**config.mk**
```make
export PLATFORM = sky130hd
export DESIGN_NAME = rco_top
export DESIGN_NICKNAME = d
export VERILOG_FILES = /design/src/rco_pkg.sv /design/src/rco_sync.sv /design/src/rco_divider.sv /design/src/rco_top.sv
export SDC_FILE = /design/constraint.sdc
export NUM_CORES = 1
export LEC_CHECK = 0
export BUFFER_PORTS_ARGS = -buffer_cell sky130_fd_sc_hd__buf_4
export CORE_MARGIN = 2
export CORE_UTILIZATION = 36
export DETAILED_ROUTE_END_ITERATION = 6
export GPL_TIMING_DRIVEN = 0
export SLEW_MARGIN = 20
export SYNTH_ARGS = -nofsm -noshare
export SYNTH_HDL_FRONTEND = slang
export SYNTH_SLANG_ARGS = --single-unit
```
**constraint.sdc**
```tcl
create_clock -name clk -period 5.4 [get_ports clk]
set_input_delay 1.62 -clock clk [delete_from_list [all_inputs] [get_ports clk]]
set_output_delay 1.62 -clock clk [all_outputs]
set_load 0.02 [all_outputs]
```
**src/rco_pkg.sv**
```systemverilog
// Shared constants for the reference clock output block
package rco_pkg;
    localparam logic [7:0] CTRL_ADDR       = 8'h00;
    localparam logic [7:0] SRC_ADDR        = 8'h04;
    localparam logic [7:0] CTRL_RESET      = 8'h10;
    localparam logic [7:0] CTRL_WR_MASK    = 8'h9F;
    localparam logic [7:0] SRC_RESET       = 8'h00;
    localparam int         CTRL_EN_BIT     = 7;
    localparam int         CTRL_DUTY_HI    = 4;
    localparam int         CTRL_DUTY_LO    = 3;
    localparam int         CTRL_DIV_HI     = 2;
    localparam int         CTRL_DIV_LO     = 0;
    localparam int         SRC_SEL_HI      = 3;
    localparam int         NUM_SOURCES     = 10;
    localparam int         DIV_CNT_W       = 7;
    localparam logic [2:0] DIV_NONE        = 3'h0;
    localparam logic [1:0] DUTY_ZERO       = 2'h0;
    localparam logic [1:0] DUTY_QUARTER    = 2'h1;
    localparam logic [1:0] DUTY_HALF       = 2'h2;
    localparam logic [1:0] DUTY_THREEQ     = 2'h3;
    localparam logic [1:0] HTRANS_NONSEQ   = 2'h2;
    localparam logic [1:0] HTRANS_SEQ      = 2'h3;
endpackage

```
**src/rco_sync.sv**
```systemverilog
// Two-flop synchroniser for a bank of asynchronous levels
`timescale 1ns/1ns
module rco_sync #(
    parameter int W = 10
) (
    input  wire logic         clk,
    input  wire logic         rst_n,
    input  wire logic [W-1:0] async_in,
    output logic      [W-1:0] sync_out
);
    logic [W-1:0] meta_q;

    always_ff @(posedge clk or negedge rst_n) begin
        if (!rst_n) begin
            meta_q   <= '0;
            sync_out <= '0;
        end else begin
            meta_q   <= async_in;
            sync_out <= meta_q;
        end
    end
endmodule

```
**src/rco_divider.sv**
```systemverilog
// Power-of-two divider with duty shaping on a sampled source
`timescale 1ns/1ns
module rco_divider (
    input  wire logic       clk,
    input  wire logic       rst_n,
    input  wire logic       run,
    input  wire logic       src_rise,
    input  wire logic [2:0] div_sel,
    input  wire logic [1:0] duty_sel,
    output logic            div_out
);
    logic [rco_pkg::DIV_CNT_W-1:0] cnt_q;
    logic                          armed_q;
    logic [rco_pkg::DIV_CNT_W-1:0] last;
    logic [rco_pkg::DIV_CNT_W:0]   cnt_ext;
    logic [rco_pkg::DIV_CNT_W:0]   thr_quarter;
    logic [rco_pkg::DIV_CNT_W:0]   thr_half;
    logic [rco_pkg::DIV_CNT_W:0]   thr_threeq;
    logic [rco_pkg::DIV_CNT_W+1:0] period;
    logic [rco_pkg::DIV_CNT_W+2:0] period_x3;

    // Thresholds in source periods; at divide by two the 25% threshold is zero, so that duty gets no high period
    always_comb begin
        period      = {{(rco_pkg::DIV_CNT_W+1){1'b0}}, 1'b1} << div_sel;
        period_x3   = {1'b0, period} + {period, 1'b0};
        last        = rco_pkg::DIV_CNT_W'(period - 1'b1);
        cnt_ext     = {1'b0, cnt_q};
        thr_quarter = (rco_pkg::DIV_CNT_W+1)'(period >> 2);
        thr_half    = (rco_pkg::DIV_CNT_W+1)'(period >> 1);
        thr_threeq  = (rco_pkg::DIV_CNT_W+1)'(period_x3 >> 2);
    end

    // First source edge after enable opens the first whole period
    always_ff @(posedge clk or negedge rst_n) begin
        if (!rst_n) begin
            armed_q <= 1'b0;
        end else if (!run) begin
            armed_q <= 1'b0;
        end else if (src_rise) begin
            armed_q <= 1'b1;
        end
    end

    // Counter starts at zero on enable so the first period is whole
    always_ff @(posedge clk or negedge rst_n) begin
        if (!rst_n) begin
            cnt_q <= '0;
        end else if (!run) begin
            cnt_q <= '0;
        end else if (src_rise && armed_q) begin
            cnt_q <= (cnt_q >= last) ? '0 : cnt_q + 1'b1;
        end
    end

    // High time compares the phase counter against fractions of the period
    always_ff @(posedge clk or negedge rst_n) begin
        if (!rst_n) begin
            div_out <= 1'b0;
        end else if (!run || !armed_q) begin
            div_out <= 1'b0;
        end else begin
            unique case (duty_sel)
                rco_pkg::DUTY_ZERO:    div_out <= 1'b0;
                rco_pkg::DUTY_QUARTER: div_out <= (cnt_ext < thr_quarter);
                rco_pkg::DUTY_HALF:    div_out <= (cnt_ext < thr_half);
                rco_pkg::DUTY_THREEQ:  div_out <= (cnt_ext < thr_threeq);
            endcase
        end
    end
endmodule

```
**src/rco_top.sv**
```systemverilog
// Reference clock output generator with AHB-Lite register slave
// Summary of operation
// - Output starts cleanly low after enable, first period whole, no runt pulse.
// - Clearing enable forces the output low immediately, combinationally.
// - Divider field divides the source by two to the field value, 1 to 128.
// - Duty field, divide by four and up: 11 75%, 10 50%, 01 25%, 00 output stays low; at divide by two 11 gives 50% and 01 stays low.
// - Duty applies only when dividing; undivided passes source with its own duty.
// - Duty high bit resets to one, default 50%; all else resets zero.
// - Divider and duty changes accepted while enabled; output may glitch.
// - In sleep the output freezes at its current level.
// - Source field picks system clock, five oscillators, four logic cells; rest reserved.
// - Clock drives both the pin and an internal peripheral output.
// - Unused control bits 6-5 and source bits 7-4 read as zero.
// - Control: enable bit 7, duty bits 4-3, divider bits 2-0, all read/write.
`timescale 1ns/1ns
module rco_top (
    input  wire logic                            clk,
    input  wire logic                            rst_n,
    input  wire logic                            hsel,
    input  wire logic [7:0]                      haddr,
    input  wire logic [1:0]                      htrans,
    input  wire logic                            hwrite,
    input  wire logic [2:0]                      hsize,
    input  wire logic [31:0]                     hwdata,
    input  wire logic                            hready,
    output logic      [31:0]                     hrdata,
    output logic                                 hreadyout,
    output logic                                 hresp,
    input  wire logic                            sleep_req,
    input  wire logic [rco_pkg::NUM_SOURCES-1:0] src_clk_in,
    output logic                                 ref_out_pin,
    output logic                                 ref_out_pin_oe,
    output logic                                 ref_clk_internal
);
    logic [7:0] ctrl_q;
    logic [3:0] src_q;
    logic       wr_pend_q;
    logic [7:0] wr_addr_q;
    logic [rco_pkg::NUM_SOURCES-1:0] src_sync;
    logic       src_lvl;
    logic       src_valid;
    logic       src_prev_q;
    logic       src_rise;
    logic       gen_on;
    logic       run;
    logic       div_out;
    logic       undiv_q;
    logic       shaped;
    logic       frozen_q;
    logic       out_q;
    logic       sleep_meta_q;
    logic       sleep_q;
    logic       bus_act;

    logic [2:0] ref_divide_sel;
    logic [1:0] ref_duty_sel;
    assign gen_on         = ctrl_q[rco_pkg::CTRL_EN_BIT];
    assign ref_duty_sel   = ctrl_q[rco_pkg::CTRL_DUTY_HI:rco_pkg::CTRL_DUTY_LO];
    assign ref_divide_sel = ctrl_q[rco_pkg::CTRL_DIV_HI:rco_pkg::CTRL_DIV_LO];

    // Bus slave: zero wait states, always OKAY
    assign hreadyout = 1'b1;
    assign hresp     = 1'b0;
    assign bus_act   = hsel && (htrans == rco_pkg::HTRANS_NONSEQ || htrans == rco_pkg::HTRANS_SEQ);

    always_ff @(posedge clk or negedge rst_n) begin
        if (!rst_n) begin
            wr_pend_q <= 1'b0;
            wr_addr_q <= '0;
        end else if (hready) begin
            wr_pend_q <= bus_act && hwrite;
            wr_addr_q <= haddr;
        end
    end

    // Register writes land in the data phase; unimplemented bits never store
    always_ff @(posedge clk or negedge rst_n) begin
        if (!rst_n) begin
            ctrl_q <= rco_pkg::CTRL_RESET;
            src_q  <= rco_pkg::SRC_RESET[3:0];
        end else if (wr_pend_q) begin
            if (wr_addr_q == rco_pkg::CTRL_ADDR) begin
                ctrl_q <= hwdata[7:0] & rco_pkg::CTRL_WR_MASK;
            end else if (wr_addr_q == rco_pkg::SRC_ADDR) begin
                src_q <= hwdata[rco_pkg::SRC_SEL_HI:0];
            end
        end
    end

    // Read data registered at address phase acceptance
    always_ff @(posedge clk or negedge rst_n) begin
        if (!rst_n) begin
            hrdata <= '0;
        end else if (hready) begin
            if (bus_act && !hwrite && haddr == rco_pkg::CTRL_ADDR) begin
                hrdata <= {24'h000000, ctrl_q};
            end else if (bus_act && !hwrite && haddr == rco_pkg::SRC_ADDR) begin
                hrdata <= {28'h0000000, src_q};
            end else begin
                hrdata <= '0;
            end
        end
    end

    rco_sync #(
        .W        (rco_pkg::NUM_SOURCES)
    ) u_sync (
        .clk      (clk),
        .rst_n    (rst_n),
        .async_in (src_clk_in),
        .sync_out (src_sync)
    );

    always_ff @(posedge clk or negedge rst_n) begin
        if (!rst_n) begin
            sleep_meta_q <= 1'b0;
            sleep_q      <= 1'b0;
        end else begin
            sleep_meta_q <= sleep_req;
            sleep_q      <= sleep_meta_q;
        end
    end

    // Source mux: index 0 is the system clock lane, codes 10..15 are absent
    assign src_valid = (src_q < 4'(rco_pkg::NUM_SOURCES));
    assign src_lvl   = src_valid ? src_sync[src_q] : 1'b0;

    always_ff @(posedge clk or negedge rst_n) begin
        if (!rst_n) begin
            src_prev_q <= 1'b0;
        end else if (!sleep_q) begin
            src_prev_q <= src_lvl;
        end
    end
    assign src_rise = src_lvl && !src_prev_q && !sleep_q;
    assign run      = gen_on && src_valid;

    rco_divider u_div (
        .clk      (clk),
        .rst_n    (rst_n),
        .run      (run),
        .src_rise (src_rise),
        .div_sel  (ref_divide_sel),
        .duty_sel (ref_duty_sel),
        .div_out  (div_out)
    );

    // Undivided path follows the source only after a fresh low, avoiding a runt
    always_ff @(posedge clk or negedge rst_n) begin
        if (!rst_n) begin
            undiv_q <= 1'b0;
        end else if (!run) begin
            undiv_q <= 1'b0;
        end else if (!sleep_q) begin
            undiv_q <= src_lvl & (undiv_q | !src_prev_q);
        end
    end

    assign shaped = (ref_divide_sel == rco_pkg::DIV_NONE) ? undiv_q : div_out;

    // Sleep holds the last level
    always_ff @(posedge clk or negedge rst_n) begin
        if (!rst_n) begin
            frozen_q <= 1'b0;
        end else if (!sleep_q) begin
            frozen_q <= shaped;
        end
    end
    assign out_q = sleep_q ? frozen_q : shaped;

    // Disable gates the output at once
    assign ref_out_pin      = out_q & gen_on;
    assign ref_clk_internal = out_q & gen_on;
    assign ref_out_pin_oe   = gen_on;

    property p_disable_low;
        @(posedge clk) disable iff (!rst_n)
        !gen_on |-> !ref_out_pin && !ref_clk_internal;
    endproperty
    a_disable_low: assert property (p_disable_low) else $error("output high while disabled");

    property p_reset_duty;
        @(posedge clk) $rose(rst_n) |-> ctrl_q == rco_pkg::CTRL_RESET;
    endproperty
    a_reset_duty: assert property (p_reset_duty) else $error("bad control reset value");

    property p_unused_zero;
        @(posedge clk) disable iff (!rst_n)
        ctrl_q[6:5] == 2'b00 && hrdata[31:8] == 24'h000000;
    endproperty
    a_unused_zero: assert property (p_unused_zero) else $error("unused control bits set");

    property p_reserved_low;
        @(posedge clk) disable iff (!rst_n)
        (!src_valid && !sleep_q) [*3] |-> !ref_out_pin;
    endproperty
    a_reserved_low: assert property (p_reserved_low) else $error("output active on reserved source");

    property p_sleep_freeze;
        @(posedge clk) disable iff (!rst_n)
        sleep_q && $past(sleep_q) && gen_on && $past(gen_on) |-> $stable(ref_out_pin);
    endproperty
    a_sleep_freeze: assert property (p_sleep_freeze) else $error("output moved during sleep");

    property p_pin_internal;
        @(posedge clk) disable iff (!rst_n)
        ref_out_pin == ref_clk_internal;
    endproperty
    a_pin_internal: assert property (p_pin_internal) else $error("pin and internal clock differ");

    property p_duty_zero;
        @(posedge clk) disable iff (!rst_n)
        (ref_duty_sel == rco_pkg::DUTY_ZERO && ref_divide_sel != rco_pkg::DIV_NONE && !sleep_q) [*2] |-> !ref_out_pin;
    endproperty
    a_duty_zero: assert property (p_duty_zero) else $error("high time with zero duty");

    property p_start_clean;
        @(posedge clk) disable iff (!rst_n)
        $rose(gen_on) |-> !ref_out_pin;
    endproperty
    a_start_clean: assert property (p_start_clean) else $error("runt at enable");

    property p_write_ctrl;
        @(posedge clk) disable iff (!rst_n)
        wr_pend_q && wr_addr_q == rco_pkg::CTRL_ADDR |=> ctrl_q == ($past(hwdata[7:0]) & rco_pkg::CTRL_WR_MASK);
    endproperty
    a_write_ctrl: assert property (p_write_ctrl) else $error("control write lost");

    property p_oe_enable;
        @(posedge clk) disable iff (!rst_n)
        ref_out_pin_oe == ctrl_q[rco_pkg::CTRL_EN_BIT];
    endproperty
    a_oe_enable: assert property (p_oe_enable) else $error("pin enable differs from module enable");

    property p_read_ctrl;
        @(posedge clk) disable iff (!rst_n)
        hready && bus_act && !hwrite && haddr == rco_pkg::CTRL_ADDR |=> hrdata == {24'h000000, $past(ctrl_q)};
    endproperty
    a_read_ctrl: assert property (p_read_ctrl) else $error("control read data wrong");

    property p_read_src;
        @(posedge clk) disable iff (!rst_n)
        hready && bus_act && !hwrite && haddr == rco_pkg::SRC_ADDR |=> hrdata == {28'h0000000, $past(src_q)};
    endproperty
    a_read_src: assert property (p_read_src) else $error("source read data wrong");

    property p_write_src;
        @(posedge clk) disable iff (!rst_n)
        wr_pend_q && wr_addr_q == rco_pkg::SRC_ADDR |=> src_q == $past(hwdata[rco_pkg::SRC_SEL_HI:0]);
    endproperty
    a_write_src: assert property (p_write_src) else $error("source write lost");

    property p_reset_src;
        @(posedge clk) $rose(rst_n) |-> src_q == rco_pkg::SRC_RESET[3:0];
    endproperty
    a_reset_src: assert property (p_reset_src) else $error("bad source reset value");

    property p_undiv_low;
        @(posedge clk) disable iff (!rst_n)
        !sleep_q && !src_lvl |=> !undiv_q;
    endproperty
    a_undiv_low: assert property (p_undiv_low) else $error("undivided output high on low source");

    property p_div_idle;
        @(posedge clk) disable iff (!rst_n)
        !run |=> !div_out;
    endproperty
    a_div_idle: assert property (p_div_idle) else $error("divided output high while stopped");

    property p_ctrl_hold;
        @(posedge clk) disable iff (!rst_n)
        !wr_pend_q |=> $stable(ctrl_q);
    endproperty
    a_ctrl_hold: assert property (p_ctrl_hold) else $error("control changed without a write");

    property p_src_hold;
        @(posedge clk) disable iff (!rst_n)
        !wr_pend_q |=> $stable(src_q);
    endproperty
    a_src_hold: assert property (p_src_hold) else $error("source changed without a write");

    property p_sleep_frozen;
        @(posedge clk) disable iff (!rst_n)
        sleep_q |=> $stable(frozen_q);
    endproperty
    a_sleep_frozen: assert property (p_sleep_frozen) else $error("held level moved during sleep");

    property p_reserved_idle;
        @(posedge clk) disable iff (!rst_n)
        !src_valid |=> !undiv_q && !div_out;
    endproperty
    a_reserved_idle: assert property (p_reserved_idle) else $error("generator ran on reserved source");

    property p_wr_pend_clear;
        @(posedge clk) disable iff (!rst_n)
        hready && !(bus_act && hwrite) |=> !wr_pend_q;
    endproperty
    a_wr_pend_clear: assert property (p_wr_pend_clear) else $error("write pending without a write");
endmodule

```
# ---- After elaboration in Yosys (flattened, before gate mapping)
# Cells that the tools add are included.
dict set report classes {
  add_sub_neg 3
  order_cmp 6
  eq_ne 10
  n_shift 1
  n_mux 16
  bitwise_logic 4
  n_reduce_logical 22
}
# op count
set ops {}
lappend ops {{$mux W7} 3}
lappend ops {{$eq A8 B3 Y1 const B} 2}
lappend ops {{$logic_not A8 Y1} 2}
lappend ops {{$lt A7 B8 Y1} 2}
lappend ops {{$add A9 B10 Y10} 1}
lappend ops {{$logic_and A1 B1 Y1} 9}
lappend ops {{$mux W1} 9}
lappend ops {{$shl A1 B3 Y9 const A} 1}
lappend ops {{$eq A2 B2 Y1 const B} 4}
lappend ops {{$mux W8} 1}
lappend ops {{$add A7 B1 Y7 const B} 1}
lappend ops {{$ge A7 B7 Y1} 1}
lappend ops {{$lt A7 B7 Y1} 1}
lappend ops {{$sub A7 B1 Y7 const B} 1}
lappend ops {{$ne A2 B2 Y1 const B} 3}
lappend ops {{$logic_not A1 Y1} 5}
lappend ops {{$lt A4 B5 Y1 const B} 1}
lappend ops {{$bmux W1 S4} 1}
lappend ops {{$lt A4 B4 Y1 const B} 1}
lappend ops {{$mux W4} 1}
lappend ops {{$pmux W1 S4} 1}
lappend ops {{$logic_not A3 Y1} 1}
lappend ops {{$reduce_and A3 Y1} 1}
lappend ops {{$and A1 B1 Y1} 2}
lappend ops {{6 further kinds} 7}
dict set report word_totals {
  register_bits 85
  input_bits 61
  output_inout_bits 37
  wordCells 77
}

# ---- Depth between registers and ports, before layout
dict set report logic_depth {
  word_depth 8
  ltp_mapped 13
  mapped_depth_nobuf 12
}

# ---- Hierarchy
# From an unflattened synthesis, not the netlist that was laid out.
dict set report unflattened {
  cells_unflattened 293
  hier_area_um2 3221.8
}
# mod instances cells_each area_per_inst_um2 seq_area_each_um2
set by_module_without_submodules {}
lappend by_module_without_submodules {rco_top 1 129 1549.0 752.0}
lappend by_module_without_submodules {rco_divider 1 144 1172.4 225.2}
lappend by_module_without_submodules {rco_sync 1 20 500.5 500.5}

# ---- Least setup slack after synthesis
# No wires, ideal clock.
dict set report synth_path {
  path_kind {reg-to-output}
  from {register ctrl_q[1]}
  to {output port ref_out_pin}
  arrival_time_ps 1577
  t_required_ps 3780
  path_slack_ps 2203
  stages_incl_launch_ff 7
  path_buffers 1
  cell_sequence {dfrtp_1 > or3_1 > inv_1 > mux2i_1 > o21ai_0 > and2_1 > buf_4}
}
dict set report synth_via {
  elab_chain_len 4
}
# item line
set synth_lines {}
lappend synth_lines {{start, declared} rco_top.sv:35} ;# logic [7:0] ctrl_q;
lappend synth_lines {{start signal, assigned} rco_top.sv:79} ;# ctrl_q <= rco_pkg::CTRL_RESET;
lappend synth_lines {{start signal, assigned} rco_top.sv:83} ;# ctrl_q <= hwdata[7:0] & rco_pkg::CTRL_WR_MASK;
lappend synth_lines {{$logic_not A3 Y1} rco_top.sv:159} ;# assign shaped = (ref_divide_sel == rco_pkg::DIV_NONE) ? undiv_q : div_out;
lappend synth_lines {{$mux W1} rco_top.sv:159}
lappend synth_lines {{$mux W1} --}
lappend synth_lines {{named net out_q} rco_top.sv:50} ;# logic out_q;
lappend synth_lines {{$and A1 B1 Y1} --}
lappend synth_lines {{end, declared} rco_top.sv:31} ;# output logic ref_out_pin,
# The timed path passes the listed nets, and every way through them passes these cells.

# ---- Worst setup path after layout
dict set report layout_path {
  from {register ctrl_q[1]}
  to {output port ref_out_pin}
}
dict set report layout_via {
  elab_chain_len 4
}
# item line
set layout_lines {}
lappend layout_lines {{$logic_not A3 Y1} rco_top.sv:159}
lappend layout_lines {{$mux W1} rco_top.sv:159}
lappend layout_lines {{$mux W1} --}
lappend layout_lines {{named net out_q} rco_top.sv:50}
lappend layout_lines {{$and A1 B1 Y1} rco_top.sv:172} ;# assign ref_out_pin = out_q & gen_on;
# The timed path passes the listed nets, and every way through them passes these cells.

==> flow_summary.ini <==
[clock_network]
cts_buffers = 9
post_cts_resized = 0
clk_path_buf_depth = 2
clkTransAtPathRegs_ns = 0.07
cts.htree.levels = 3
clkLatencyLatePin_ns = 0.34
cts_root_buf = clkbuf_8
cts_tree = done
ctsHoldBuffers = 0
cts_setup_buffers = 0
clock_sink_count = 59

[synthesis]
synth_top_area_share_pct = 42.9
synthCells = 309
netlist_area_um2 = 3380
ys_ff_latch = 59
ys_seq_area_share_pct = 43.7
synthTopCellsByCount = dfrtp_1, ha_1, buf_4, nand2_1, mux2_2
synth_cell_types = 52
synth.most_common_cell = dfrtp_1
async_reset_ff_share_pct = 100
syn_area_per_cell_um2 = 10.9
yosys.area.top_type = dfrtp_1
synth_edf_count = 0
synth_ff_type = dfrtp_1
ys_warn_count = 0
synth_area_leaders = dfrtp_1, ha_1, buf_4

[sta]
finalSetupTns_ns = 0
period_share_pct = 69.2
fin_crit_ns = 3.74
finalClockSkew_ns = 0.0104
timing.final.hold_violations = 0
drv_slew = 0
slew_headroom_pct = 46.9
max_freq_mhz = 268
grt_setup_unrepaired = false
tightest_slew_ns = 0.788
setup_violations = 0
setup_slack_ns = 1.66

[layout]
drive_gt1_share_pct = 28.1
synthToLayoutAreaGrowth_pct = 21.4
ff_latch_area_um2 = 1480
nets = 476
nFillCells = 900
antenna_cells = 0
multi_input_area_um2 = 1710

[setup_path]
cp-end-kind = output pin
worstPathRequired_ns = 3.78
path_cells = or3_1, inv_1, mux2i_1, o21ai_0, and2_1, buf_4, buf_4
cp_slowest_cell = dfrtp_1
critPathTopFamily = simple AND/OR/NAND/NOR gates
cp-start-kind = flip-flop
cp_common_cell = buf_4
rrSetupSlack_ns = 1.82
critPathMaxStageDelay_ns = 0.44
crit_buf_inv = 3
criticalPathCategory = reg2out
crit_arrival_ns = 2.12
critPathMaxFanout = 7

[die]
io_pins = 98
die_y_um = 101
row_count = 35
fp.dieW_um = 101
start_util_pct = 36.8
die-area_um2 = 10200
core_um2 = 9200

[placed_design]
port_buffers = 37
dp_worst_setup_slack_ns = 1.86
gp_congestion = 0.842
dpl.hpwl_um = 4840

[pwr]
ir_worst_vdd_mv = 0.162
p_leak_uw = 0.00210
power.density_nw_per_um2 = 252

[route]
vias = 2379
drcViolationCount = 0
wl_um = 6280
wl_per_cell_um = 12.6
drtPass1Iterations = 4
ant_nets = 0
drt_iter0_drc = 89
vias_per_cell = 4.77

[grt]
grt_pass1_wl_um = 10600
grtUsageTotal_pct = 13.2
grt_max_degree = 60
gr-total-overflow = 0
grt_pass1_vias = 2221
grt_antenna_before_repair = 0

[outcome]
status = completed

[flow_run]
drv_cap = 0

[min_path]
hold_class = reg2reg
-- registers in the layout, indices dropped and copies added, names as in the netlist --
register,flops
src_q,4
undiv_q,1
u_div.div_out,1
ctrl_q,6
src_prev_q,1
sleep_meta_q,1
u_div.cnt_q,7
frozen_q,1
sleep_q,1
wr_pend_q,1
u_div.armed_q,1
u_sync.meta_q,10
wr_addr_q,8
hrdata,6
u_sync.sync_out,10
-- area by class of cell --
type                       count  share of cell area [%]
sequential                    59                    36.0
tap                          111                    3.38
buffer                        38                    6.31
multi-input combinational    229                    41.6
inverter                       9                   0.823
timing repair buffer          37                    6.77
clock buffer                   9                    3.02
clock inverter                 7                    2.07
-- per-layer routing --
layer / up-vias / part of all wire (%) / GRT usage [%]
li1: 1200 / - / -
met1: 1101 / 45 / 16.9
met2: 69 / 49 / 21.8
met3: 9 / 5.0 / 3.05
met4: 0 / 1.3 / 4.99
met5: - / 0 / 0
-- stage by stage --
step | utilization (%) | cells | hold WS [ns] | area, um^2 | power, uW
floorplan | - | 335 | 0.331 | 3480 | 583
global placement | 42.4 | 483 | 0.334 | 3900 | 627
detailed placement | 42.4 | 483 | 0.336 | 3900 | 630
CTS | 44.6 | 499 | 0.352 | 4110 | 1050
global route | 44.6 | 499 | 0.358 | 4110 | 1090
finish | 44.6 | 499 | 0.351 | 4110 | 1040
-- worst paths after layout --
path / to / cells after the start / from
max in group asynchronous: ctrl_q[2] / 1 / rst_n
setup / recovery: ref_out_pin / 7 / ctrl_q[1]
hold reg to reg: u_sync.sync_out[7] / 0 / u_sync.meta_q[7]
hold / removal: u_sync.sync_out[7] / 0 / u_sync.meta_q[7]
setup reg to reg: u_div.cnt_q[2] / 12 / ctrl_q[2]
min in group asynchronous: u_sync.meta_q[8] / 1 / rst_n
-- cell usage in the layout, fill, tap and decap left out, drive strengths merged, types with 2 or more instances in the layout --
cell / instances
nor3: 2
nand3b: 2
clkbuf: 17
ha: 32
nor2b: 4
o21ai: 11
a211oi: 6
mux2i: 7
inv: 12
xnor2: 3
a22o: 4
mux2: 17
dfrtp: 58
nand3: 6
conb: 28
and2: 4
a21oi: 11
o21a: 4
o211ai: 2
and3: 5
a311oi: 2
nor4: 4
or2: 4
buf: 67
nor2: 8
nand2: 19
a21o: 12
nand2b: 8
nor3b: 2
o2bb2ai: 4
clkinv: 3
nand4: 2
-- worst reg2reg max path: stages, from the launching register on --
cell and delay [ns]:
dfrtp_1 0.37, clkbuf_1 0.39, nand2b_1 0.17, or2_2 0.37
ha_1 0.22, and3_1 0.17, o22ai_1 0.13, a21oi_1 0.10
ha_1 0.31, a2111oi_0 0.46, o21ai_0 0.43, a211oi_1 0.31
a21o_1 0.12
-- kinds of logic after synthesis --
family | Yosys count | synth area share [%]
compound gates | 64 | 13.7
mux | 25 | 8.40
xor+xnor | 4 | 1.04
buf+inv | 47 | 8.66
flops | 59 | 43.7
simple gates | 75 | 12.1
fa+ha+maj | 33 | 12.1
other cells | 2 | 0.222
-- report_power, final --
| group | leakage [uW] | switching, uW | total (uW) | internal, uW |
|---|---|---|---|---|
| Clock | 0.000106 | 193 | 414 | 222 |
| Sequential | 0.000728 | 15.2 | 479 | 464 |
| Combinational | 0.00127 | 76.1 | 141 | 65.4 |
(Power assumes the default switching activity.)
